[src/rtl/usb_pwr_pkg.sv]
// Constants for the USB bridge power and control register block.
// Assumes an APB master on a 12-bit byte address, 32-bit data.
package usb_pwr_pkg;

  // ----------------------------------------
  // Bus geometry
  // ----------------------------------------
  localparam int ADDR_W = 12;
  localparam int DATA_W = 32;

  // ----------------------------------------
  // Register byte offsets
  // ----------------------------------------
  localparam logic [11:0] OFS_POWER_CONTROL = 12'h000;
  localparam logic [11:0] OFS_IRQ_STATUS = 12'h004;
  localparam logic [11:0] OFS_IRQ_MASK = 12'h008;

  // ----------------------------------------
  // Power control fields
  // ----------------------------------------
  localparam int BIT_SUSPEND_X = 4;
  localparam int BIT_PHY_SUSPEND = 3;
  localparam int BIT_BUS_POWER = 2;
  localparam int BIT_SOFT_RST_N = 1;
  localparam int BIT_USB_RESET = 0;

  // ----------------------------------------
  // Interrupt event fields (status and mask)
  // ----------------------------------------
  localparam int EV_W = 5;
  localparam int EV_SUSPEND = 0;
  localparam int EV_RESUME = 1;
  localparam int EV_POWER_CHG = 2;
  localparam int EV_BUS_RESET = 3;
  localparam int EV_BLOCKED = 4;

  // ----------------------------------------
  // Synchroniser lanes: suspend_x, bus power, bus reset
  // ----------------------------------------
  localparam int SYNC_W = 3;
  localparam int LANE_SUSP = 0;
  localparam int LANE_PWR = 1;
  localparam int LANE_RST = 2;

  // ----------------------------------------
  // Values after reset
  // ----------------------------------------
  localparam logic [2:0] RST_SYNC = 3'h1;
  localparam logic RST_PHY_SUSPEND = 1'b0;
  localparam logic RST_SOFT_RST_N = 1'b1;
  localparam logic [4:0] RST_EVENTS = 5'h00;

endpackage

[src/rtl/usb_pwr_sync.sv]
// Two-flop synchronisers, one lane per bit, into the system clock.
// Assumes inputs are asynchronous levels; outputs are second-stage flops.
`timescale 1ns/1ps
module usb_pwr_sync (
  // Clock and reset
  input wire logic i_clk,
  input wire logic i_rst_n,
  // Asynchronous levels in
  input wire logic [usb_pwr_pkg::SYNC_W-1:0] i_async,
  // Synchronised levels out
  output logic [usb_pwr_pkg::SYNC_W-1:0] o_sync
);
  import usb_pwr_pkg::*;

  logic [SYNC_W-1:0] meta_ff;
  logic [SYNC_W-1:0] sync_ff;
  logic [SYNC_W-1:0] nxt_meta;
  logic [SYNC_W-1:0] nxt_sync;

  // ----------------------------------------
  // Per-lane stages
  // ----------------------------------------
  for (genvar g = 0; g < SYNC_W; g++) begin : g_lane
    // First stage only feeds the second stage
    always_comb begin
      nxt_meta[g] = i_rst_n ? i_async[g] : RST_SYNC[g];
      nxt_sync[g] = i_rst_n ? meta_ff[g] : RST_SYNC[g];
    end
  end

  // Register both stages
  always_ff @(posedge i_clk) begin
    meta_ff <= nxt_meta;
    sync_ff <= nxt_sync;
  end

  assign o_sync = sync_ff;

endmodule // usb_pwr_sync

[src/rtl/usb_pwr_ctrl.sv]
// USB bridge power and control register, APB slave, with interrupts.
// Assumes APB master on i_clk, core and PHY status pins asynchronous,
// and core/DMA access requests generated on i_clk.
`timescale 1ns/1ps
module usb_pwr_ctrl (
  // Clock and reset
  input wire logic i_clk,
  input wire logic i_rst_n,
  // APB slave
  input wire logic i_psel,
  input wire logic i_penable,
  input wire logic i_pwrite,
  input wire logic [usb_pwr_pkg::ADDR_W-1:0] i_paddr,
  input wire logic [usb_pwr_pkg::DATA_W-1:0] i_pwdata,
  output logic [usb_pwr_pkg::DATA_W-1:0] o_prdata,
  output logic o_pready,
  output logic o_pslverr,
  // Core and bus status pins (asynchronous)
  input wire logic i_suspend_x,
  input wire logic i_bus_power_in,
  input wire logic i_usb_reset,
  // Access requests from bridge logic (same clock)
  input wire logic i_core_acc_req,
  input wire logic i_dma_read_request_reg_req,
  // Access grants
  output logic o_core_acc_grant,
  output logic o_dma_read_request_reg_grant,
  // PHY and bridge pins
  output logic o_transceiver_sleep_out_n,
  output logic o_bridge_rst_out_n,
  // Interrupt
  output logic o_irq
);
  import usb_pwr_pkg::*;

  // ----------------------------------------
  // Synchronised status
  // ----------------------------------------
  logic [SYNC_W-1:0] async_in;
  logic [SYNC_W-1:0] sync_lvl;
  logic susp_s;
  logic pwr_s;
  logic rst_s;

  assign async_in[LANE_SUSP] = i_suspend_x;
  assign async_in[LANE_PWR] = i_bus_power_in;
  assign async_in[LANE_RST] = i_usb_reset;

  usb_pwr_sync u_sync (
    .i_clk(i_clk),
    .i_rst_n(i_rst_n),
    .i_async(async_in),
    .o_sync(sync_lvl)
  );

  assign susp_s = sync_lvl[LANE_SUSP];
  assign pwr_s = sync_lvl[LANE_PWR];
  assign rst_s = sync_lvl[LANE_RST];

  // ----------------------------------------
  // Edge detection on synchronised levels
  // ----------------------------------------
  logic susp_d_ff;
  logic pwr_d_ff;
  logic rst_d_ff;
  logic nxt_susp_d;
  logic nxt_pwr_d;
  logic nxt_rst_d;
  logic ev_suspend;
  logic ev_resume;
  logic ev_power;
  logic ev_busrst;

  // Delayed copies reset to the synchroniser reset values, no false edge
  always_comb begin
    nxt_susp_d = i_rst_n ? susp_s : RST_SYNC[LANE_SUSP];
    nxt_pwr_d = i_rst_n ? pwr_s : RST_SYNC[LANE_PWR];
    nxt_rst_d = i_rst_n ? rst_s : RST_SYNC[LANE_RST];
  end

  always_ff @(posedge i_clk) begin
    susp_d_ff <= nxt_susp_d;
    pwr_d_ff <= nxt_pwr_d;
    rst_d_ff <= nxt_rst_d;
  end

  // Suspend_x is active low: a rise means the bus resumed
  assign ev_suspend = susp_d_ff & ~susp_s;
  assign ev_resume = ~susp_d_ff & susp_s;
  assign ev_power = pwr_d_ff ^ pwr_s;
  assign ev_busrst = ~rst_d_ff & rst_s;

  // ----------------------------------------
  // APB handshake
  // ----------------------------------------
  logic pready_ff;
  logic pslverr_ff;
  logic [DATA_W-1:0] prdata_ff;
  logic nxt_pready;
  logic nxt_pslverr;
  logic [DATA_W-1:0] nxt_prdata;
  logic apb_acc;
  logic apb_done;
  logic wr_ctrl;
  logic wr_stat;
  logic wr_mask;
  logic hit;

  // One wait state: pready rises one cycle into the access phase
  assign apb_acc = i_psel & i_penable & ~pready_ff;
  assign apb_done = i_psel & i_penable & pready_ff;
  assign wr_ctrl = apb_done & i_pwrite & (i_paddr == OFS_POWER_CONTROL);
  assign wr_stat = apb_done & i_pwrite & (i_paddr == OFS_IRQ_STATUS);
  assign wr_mask = apb_done & i_pwrite & (i_paddr == OFS_IRQ_MASK);
  assign hit = (i_paddr == OFS_POWER_CONTROL) | (i_paddr == OFS_IRQ_STATUS) |
               (i_paddr == OFS_IRQ_MASK);

  // ----------------------------------------
  // Control bits
  // ----------------------------------------
  logic phy_susp_ff;
  logic soft_rst_n_ff;
  logic sleep_n_ff;
  logic brst_n_ff;
  logic nxt_phy_susp;
  logic nxt_soft_rst_n;
  logic nxt_sleep_n;
  logic nxt_brst_n;

  always_comb begin
    nxt_phy_susp = phy_susp_ff;
    nxt_soft_rst_n = soft_rst_n_ff;
    if (wr_ctrl) begin
      nxt_phy_susp = i_pwdata[BIT_PHY_SUSPEND];
      nxt_soft_rst_n = i_pwdata[BIT_SOFT_RST_N];
    end
    // resume clears suspend
    // Resume beats a same-cycle write: a stale write must not re-sleep the PHY
    if (ev_resume) begin
      nxt_phy_susp = 1'b0;
    end
    if (!i_rst_n) begin
      nxt_phy_susp = RST_PHY_SUSPEND;
      nxt_soft_rst_n = RST_SOFT_RST_N;
    end
    // Pins take the next bit values, so pin and bit switch together
    nxt_sleep_n = ~nxt_phy_susp;
    nxt_brst_n = nxt_soft_rst_n;
  end

  // sleep pin low while suspend bit set
  // reset pin follows only the bit
  always_ff @(posedge i_clk) begin
    phy_susp_ff <= nxt_phy_susp;
    soft_rst_n_ff <= nxt_soft_rst_n;
    sleep_n_ff <= nxt_sleep_n;
    brst_n_ff <= nxt_brst_n;
  end

  assign o_transceiver_sleep_out_n = sleep_n_ff;
  assign o_bridge_rst_out_n = brst_n_ff;

  // ----------------------------------------
  // Access gating
  // ----------------------------------------
  logic core_gnt_ff;
  logic dma_gnt_ff;
  logic nxt_core_gnt;
  logic nxt_dma_gnt;
  logic ev_blocked;

  always_comb begin
    nxt_core_gnt = i_rst_n & i_core_acc_req & ~phy_susp_ff;
    nxt_dma_gnt = i_rst_n & i_dma_read_request_reg_req & ~phy_susp_ff;
  end

  assign ev_blocked = phy_susp_ff & (i_core_acc_req | i_dma_read_request_reg_req);

  always_ff @(posedge i_clk) begin
    core_gnt_ff <= nxt_core_gnt;
    dma_gnt_ff <= nxt_dma_gnt;
  end

  assign o_core_acc_grant = core_gnt_ff;
  assign o_dma_read_request_reg_grant = dma_gnt_ff;

  // ----------------------------------------
  // Interrupt status and mask
  // ----------------------------------------
  logic [EV_W-1:0] stat_ff;
  logic [EV_W-1:0] mask_ff;
  logic irq_ff;
  logic [EV_W-1:0] nxt_stat;
  logic [EV_W-1:0] nxt_mask;
  logic [EV_W-1:0] ev_vec;
  logic nxt_irq;

  assign ev_vec = {ev_blocked, ev_busrst, ev_power, ev_resume, ev_suspend};

  // Write-one-to-clear; a new event in the clear cycle survives
  always_comb begin
    nxt_stat = stat_ff;
    nxt_mask = mask_ff;
    if (wr_stat) begin
      nxt_stat = stat_ff & ~i_pwdata[EV_W-1:0];
    end
    nxt_stat = nxt_stat | ev_vec;
    if (wr_mask) begin
      nxt_mask = i_pwdata[EV_W-1:0];
    end
    if (!i_rst_n) begin
      nxt_stat = RST_EVENTS;
      nxt_mask = RST_EVENTS;
    end
    // Level from the values being stored, so no extra cycle of lag
    nxt_irq = |(nxt_stat & nxt_mask);
  end

  always_ff @(posedge i_clk) begin
    stat_ff <= nxt_stat;
    mask_ff <= nxt_mask;
    irq_ff <= nxt_irq;
  end

  assign o_irq = irq_ff;

  // ----------------------------------------
  // Read data and response
  // ----------------------------------------
  // Read data is captured on the same edge that raises pready, held for the master
  always_comb begin
    nxt_pready = 1'b0;
    nxt_pslverr = 1'b0;
    nxt_prdata = prdata_ff;
    if (apb_acc) begin
      nxt_pready = 1'b1;
      nxt_pslverr = ~hit;
      nxt_prdata = '0;
      if (!i_pwrite) begin
        unique case (i_paddr)
          OFS_POWER_CONTROL: begin
            nxt_prdata[BIT_SUSPEND_X] = susp_s;
            nxt_prdata[BIT_PHY_SUSPEND] = phy_susp_ff;
            nxt_prdata[BIT_BUS_POWER] = pwr_s;
            nxt_prdata[BIT_SOFT_RST_N] = soft_rst_n_ff;
            nxt_prdata[BIT_USB_RESET] = rst_s;
          end
          OFS_IRQ_STATUS: begin
            nxt_prdata[EV_W-1:0] = stat_ff;
          end
          OFS_IRQ_MASK: begin
            nxt_prdata[EV_W-1:0] = mask_ff;
          end
          default: begin
            nxt_prdata = '0;
          end
        endcase
      end
    end
    if (!i_rst_n) begin
      nxt_pready = 1'b0;
      nxt_pslverr = 1'b0;
      nxt_prdata = '0;
    end
  end

  always_ff @(posedge i_clk) begin
    pready_ff <= nxt_pready;
    pslverr_ff <= nxt_pslverr;
    prdata_ff <= nxt_prdata;
  end

  assign o_pready = pready_ff;
  assign o_pslverr = pslverr_ff;
  assign o_prdata = prdata_ff;

  logic rd_ctrl;
  assign rd_ctrl = apb_acc & ~i_pwrite & (i_paddr == OFS_POWER_CONTROL);
endmodule // usb_pwr_ctrl

[config.mk]
export PLATFORM = sky130hd
export DESIGN_NAME = usb_pwr_ctrl
export DESIGN_NICKNAME = d
export VERILOG_FILES = /design/src/rtl/usb_pwr_pkg.sv /design/src/rtl/usb_pwr_sync.sv /design/src/rtl/usb_pwr_ctrl.sv
export SDC_FILE = /design/constraint.sdc
export NUM_CORES = 1
export LEC_CHECK = 0
export ABC_CLOCK_PERIOD_IN_PS = 4070
export BUFFER_PORTS_ARGS = -buffer_cell sky130_fd_sc_hd__buf_2
export CAP_MARGIN = 20
export CORE_ASPECT_RATIO = 2
export CORE_MARGIN = 2
export CORE_UTILIZATION = 30
export CTS_BUF_LIST = sky130_fd_sc_hd__clkbuf_8
export CTS_CLUSTER_SIZE = 20
export DETAILED_ROUTE_END_ITERATION = 12
export SYNTH_ARGS = -nofsm -noshare
export SYNTH_HDL_FRONTEND = slang
export SYNTH_SLANG_ARGS = --single-unit
[constraint.sdc]
create_clock -name i_clk -period 4.07 [get_ports i_clk]
set_input_delay 1.0175 -clock i_clk [delete_from_list [all_inputs] [get_ports i_clk]]
set_output_delay 1.0175 -clock i_clk [all_outputs]
set_load 0.01 [all_outputs]
==> flow_summary.json, run 1 <==
{
  "syn2layout_area_growth_pct": 14.4,
  "synth_most_common_cell": "dfxtp_1",
  "muxShareOfSynthArea_pct": 8.51,
  "cts-htree-levels": 2,
  "grt_pass1_wl_mm": 4.69,
  "cp_top_family": "simple AND/OR/NAND/NOR gates",
  "synth_edf_count": 0,
  "p_comb_share_pct": 9.0,
  "grt_usage_pct": 11.0,
  "multiInputGateArea_um2": 763,
  "power.total_mw": 0.629,
  "synth_top_family_by_area": "simple AND/OR/NAND/NOR gates",
  "first_global_vias": 1066,
  "p_clk_share_pct": 39.5,
  "max_slew_margin_pct": 47.2,
  "ios": 93,
  "fin_setup_tns_ns": 0,
  "hp-class": "flop to flop",
  "crit_slowest_cell": "or4_4",
  "hold_violations": 0,
  "synth_top_area_cell": "dfxtp_1",
  "ir_worst_vdd_mv": 0.223,
  "p_seq_share_pct": 51.5,
  "p_int_mw": 0.476,
  "clk_latency_ns": 0.29,
  "crit_chain": "buf_2 > or4_4 > or4_4 > o41ai_1 > a211oi_1 > nand4b_1",
  "synth-compound-area-share_pct": 10.1,
  "fin_cells": 256,
  "synthAdderAreaFrac_pct": 0,
  "clkTransAtPathRegs_ns": 0.06,
  "synth-simple-area-share_pct": 23.7,
  "setup_viol": 0,
  "pwr_density_cell_mw_per_mm2": 356,
  "ys_warn_count": 0,
  "clock_sinks": 32,
  "ys_async_sr_fraction_pct": 0,
  "postRouteAntennaNets": 0,
  "yosysTopAreaCellShare_pct": 41.5,
  "cts_resized": 0,
  "crit_path_max_fanout": 4,
  "grt_antenna_before_repair": 0,
  "outcome": "finished, final reports clean",
  "gp_congestion": 0.845,
  "initial_core_util_pct": 30.6,
  "leakagePower_nw": 0.804,
  "fin_worst_skew_ns": 0.00192,
  "nNetsFinal": 251,
  "portBuffers": 38,
  "cp_num_buf_inv": 1,
  "firstDrtPassIters": 4,
  "yosysUniqueCellTypes": 37,
  "hpwl_mm": 2.30,
  "core.rowCount": 37,
  "final-seq-area_um2": 641,
  "synth-xor-area-share_pct": 0.567,
  "wl_mm": 2.94,
  "viasPerCell": 4.39,
  "slowest_delay_ns": 0.55,
  "fin_crit_ns": 2.86,
  "cp.required_ns": 4.23,
  "synth-seq-area-share_pct": 41.5,
  "place_area_mm2": 0.00167,
  "drv_cap": 0,
  "swShare_pct": 24.3,
  "dieArea_mm2": 0.00577,
  "fillers": 528,
  "synthCells": 158,
  "cp-end-kind": "flop",
  "gr-total-overflow": 0,
  "die_h_um": 105,
  "syn_avg_cell_area_um2": 9.77,
  "switching_power_mw": 0.153,
  "yosys-top-cells-count": "dfxtp_1 (32), buf_4 (27), nor2_1 (11), and2_1 (10), mux2i_1 (9)",
  "cts_inserted_buffers": 5,
  "yosys-top-cells-area": "dfxtp_1 (41%), buf_4 (13%), mux2i_1 (5.8%)",
  "cts-root-buf": "clkbuf_8",
  "diodes": 0,
  "max_freq_ghz": 0.349,
  "cp_common_cell": "or4_4",
  "avgRoutedWirePerCell_um": 11.5,
  "ys.flop_type": "dfxtp_1",
  "core_mm2": 0.00505,
  "crit_type": "input pin to flop",
  "critical_path_arrival_ns": 3.02,
  "clockBufferDepth": 2,
  "final-max-slew-violation-count": 0,
  "drive_gt1_share_pct": 29.3,
  "fin_area_mm2": 0.00177,
  "start_kind": "input pin",
  "fin_crit_sh_pct": 70.3,
  "worstMarginPinSlew_ns": 0.785,
  "syn_area_mm2": 0.00154,
  "rsz0062_at_grt": "no",
  "drc_errors": 0,
  "cts_tree": "built",
  "dp_cells": 248,
  "vias": 1125,
  "ys_ff_latch": 32,
  "cts_hold_buffers": 0,
  "drt_iter0_markers": 26,
  "die_w_um": 54.7,
  "grt_max_degree": 19,
  "postCtsSetupBuffers": 0
}
## kinds of logic after synthesis
family,count (synthesis)
AND/OR/NAND/NOR,54
buffers and inverters,34
flip-flops,32
AO/OA/AOI/OAI,24
multiplexers,12
XOR/XNOR,1
other,1
## placed cells by master, fill, tap and decap left out, drive strengths merged, types with 3 or more instances in the layout
cell type  Yosys  final
buf           29     38
a21oi          4      4
and2          10     10
dfxtp         32     32
nor2          11     11
nor2b          4      4
clkbuf         3      6
mux2i          9      9
nand2b         4      4
nand2          7      7
conb           1     27
nor4           3      3
a22oi          6      6
o21ai          8      8
or4            4      4
mux2           3      3
## state kept, by name (all words and copies together) (netlist names), 3 cells and up
| signal | flops |
|---|---|
| mask_ff | 5 |
| u_sync.meta_ff | 3 |
| stat_ff | 5 |
| o_prdata | 5 |
| u_sync.o_sync | 3 |
## routing by layer
layer  vias to the layer above  wire length, um  track usage (%)  part of all wire [%]
li1                        565                -                -                     -
met1                       507             1190             12.8                    40
met2                        47             1430             17.2                    49
met3                         6              265             4.25                   9.0
met4                         0               60             4.82                   2.0
met5                         -                0                0                     0
## layout make-up
class	instances	area share, %
multi-input cells	118	43.2
flip-flops and latches	32	36.3
repair buffers	38	10.8
clock buffers	6	4.67
well taps	58	4.11
clock inverters	2	0.567
inverters	2	0.425
## stage by stage
stage          hold slack (ns)  util, %  setup WS (ns)
4_1_cts                  0.417     35.0           1.21
3_5_place_dp             0.400     33.2          0.924
2_1_floorplan            0.386        -           1.17
3_3_place_gp             0.393     33.2          0.863
5_1_grt                  0.419     35.0           1.07
6_report                 0.412     35.0           1.21
## power by group through the flow
stage	clock (mW)	sequential [mW]	combinational, mW
3_3_place_gp	0	0.331	0.0548
5_1_grt	0.270	0.324	0.0632
3_5_place_dp	0	0.331	0.0562
2_1_floorplan	0	0.331	0.0529
4_1_cts	0.259	0.324	0.0563
6_report	0.248	0.324	0.0564
## worst paths after layout
path | cells past startpoint | from | to | slack [ns]
worst min register to register | 1 | u_sync.meta_ff[0] | u_sync.o_sync[0] | 0.41
worst max-delay path | 6 | i_paddr[1] | o_irq | 1.21
worst max register to register | 5 | o_pready | o_irq | 2.07
worst min-delay path | 1 | u_sync.meta_ff[0] | u_sync.o_sync[0] | 0.41
Power figures use the tool's default switching activity.
==> inputs of run 2 (changes only) <==
--- a/config.mk
+++ b/config.mk
@@ -5,7 +5,7 @@
 export SDC_FILE = /design/constraint.sdc
 export NUM_CORES = 1
 export LEC_CHECK = 0
-export ABC_CLOCK_PERIOD_IN_PS = 4070
+export ABC_CLOCK_PERIOD_IN_PS = 2670
 export BUFFER_PORTS_ARGS = -buffer_cell sky130_fd_sc_hd__buf_2
 export CAP_MARGIN = 20
 export CORE_ASPECT_RATIO = 2
==> constraint.sdc (replaced) <==
create_clock -name i_clk -period 2.67 [get_ports i_clk]
set_input_delay 0.6675 -clock i_clk [delete_from_list [all_inputs] [get_ports i_clk]]
set_output_delay 0.6675 -clock i_clk [all_outputs]
set_load 0.01 [all_outputs]
==> flow_summary.json, run 2 (synthesized netlist as in run 1, its figures left out) <==
{
  "outcome": "finished, final reports clean",
  "first_global_vias": 1043,
  "crit_path_max_fanout": 3,
  "diodes": 0,
  "avgRoutedWirePerCell_um": 11.1,
  "die_h_um": 105,
  "drive_gt1_share_pct": 30.5,
  "whs_ns": 0.414,
  "gr-total-overflow": 0,
  "pwr_density_cell_mw_per_mm2": 512,
  "leakagePower_nw": 0.827,
  "fin_crit_ns": 2.48,
  "grt_antenna_before_repair": 0,
  "initial_core_util_pct": 30.6,
  "cts-htree-levels": 2,
  "hold_start": "u_sync.meta_ff[0]",
  "r2r-start": "o_pready",
  "cts_hold_buffers": 0,
  "die_w_um": 54.7,
  "firstDrtPassIters": 4,
  "core_mm2": 0.00505,
  "gp_congestion": 0.809,
  "setup_viol": 0,
  "critical_path_arrival_ns": 2.63,
  "start_kind": "input pin",
  "ir_worst_vdd_mv": 0.376,
  "crit_type": "input pin to flop",
  "postLayoutSetupSlackWorst_ns": 0.190,
  "grt_usage_pct": 11.1,
  "clk_latency_ns": 0.28,
  "clockBufferDepth": 2,
  "drt_iter0_markers": 22,
  "cts-root-buf": "clkbuf_8",
  "place_ws_ns": -0.0924,
  "fin_area_mm2": 0.00180,
  "postRouteAntennaNets": 0,
  "postCtsSetupBuffers": 0,
  "power.total_mw": 0.920,
  "drv_cap": 0,
  "cp.required_ns": 2.82,
  "fin_worst_skew_ns": 0.00608,
  "ios": 93,
  "cts_inserted_buffers": 5,
  "core.rowCount": 37,
  "hpwl_mm": 2.34,
  "hp-class": "flop to flop",
  "grt_max_degree": 19,
  "place_area_mm2": 0.00172,
  "nNetsFinal": 257,
  "final-max-slew-violation-count": 0,
  "layout_common_cells": "buf_2 (38), dfxtp_1 (32), conb_1 (27), nor2_1 (11), and2_1 (10)",
  "final_common_cell": "buf_2",
  "critPathLaunch": "i_paddr[1]",
  "drc_errors": 0,
  "cts_resized": 0,
  "clock_sinks": 32,
  "vias": 1129,
  "rsz0062_at_grt": "no",
  "fin_crit_sh_pct": 92.9,
  "dieArea_mm2": 0.00577,
  "syn2layout_area_growth_pct": 16.4,
  "max_freq_ghz": 0.403,
  "clkTransAtPathRegs_ns": 0.06,
  "grt_pass1_wl_mm": 4.75,
  "cp-end-kind": "flop",
  "viasPerCell": 4.33,
  "cts_tree": "built",
  "wl_mm": 2.91,
  "portBuffers": 38,
  "hold_violations": 0
}
run 2: cell count changes in the layout (fill, tap and decap cells not counted), sizes merged:
| cell | previous run | this run |
|---|---|---|
| clkbuf | 6 | 5 |
| inv | 2 | 3 |
| buf | 38 | 44 |
| clkinv | 2 | 1 |
run 2: layer usage:
| layer | global-route usage [%] | up-vias | share of wire (%) |
|---|---|---|---|
| li1 | - | 575 | - |
| met1 | 13.5 | 513 | 42 |
| met2 | 17.1 | 36 | 49 |
| met3 | 4.53 | 5 | 7.8 |
| met4 | 3.75 | 0 | 1.6 |
| met5 | 0 | - | 0 |
run 2: path summary, 6_finish.rpt:
path | to | slack (ns) | cells after the start
max | o_irq | 0.19 | 6
min | u_sync.o_sync[0] | 0.41 | 1
max reg2reg | o_irq | 0.75 | 6
min reg2reg | u_sync.o_sync[0] | 0.41 | 1
run 2: worst max-delay path, cell delays in order:
cell and delay [ns]:
buf_2 0.10, or4_4 0.54, or4_4 0.54, o41ai_1 0.45
a211oi_1 0.13, nand4b_1 0.21
run 2: layout make-up:
type                       count  area (um^2)
clock buffer                   5         68.8
clock inverter                 2         8.76
fill                         538         3250
inverter                       2         7.51
multi-input combinational    118          763
sequential                    32          641
tap                           58         72.6
timing repair buffer          44          235
run 2: report_power, final:
part / internal (mW) / switching, mW
registers: 0.489 / 0.00485
clock network: 0.173 / 0.166
logic: 0.0331 / 0.0545
total: 0.695 / 0.225
run 2: through the flow:
step,cells,util [%],setup TNS (ns)
after global routing,261,35.6,0
after floorplan,184,-,0
after global placement,254,34.1,-0.0907
after detailed placement,254,34.1,-0.107
final,261,35.6,0
after CTS,261,35.6,0
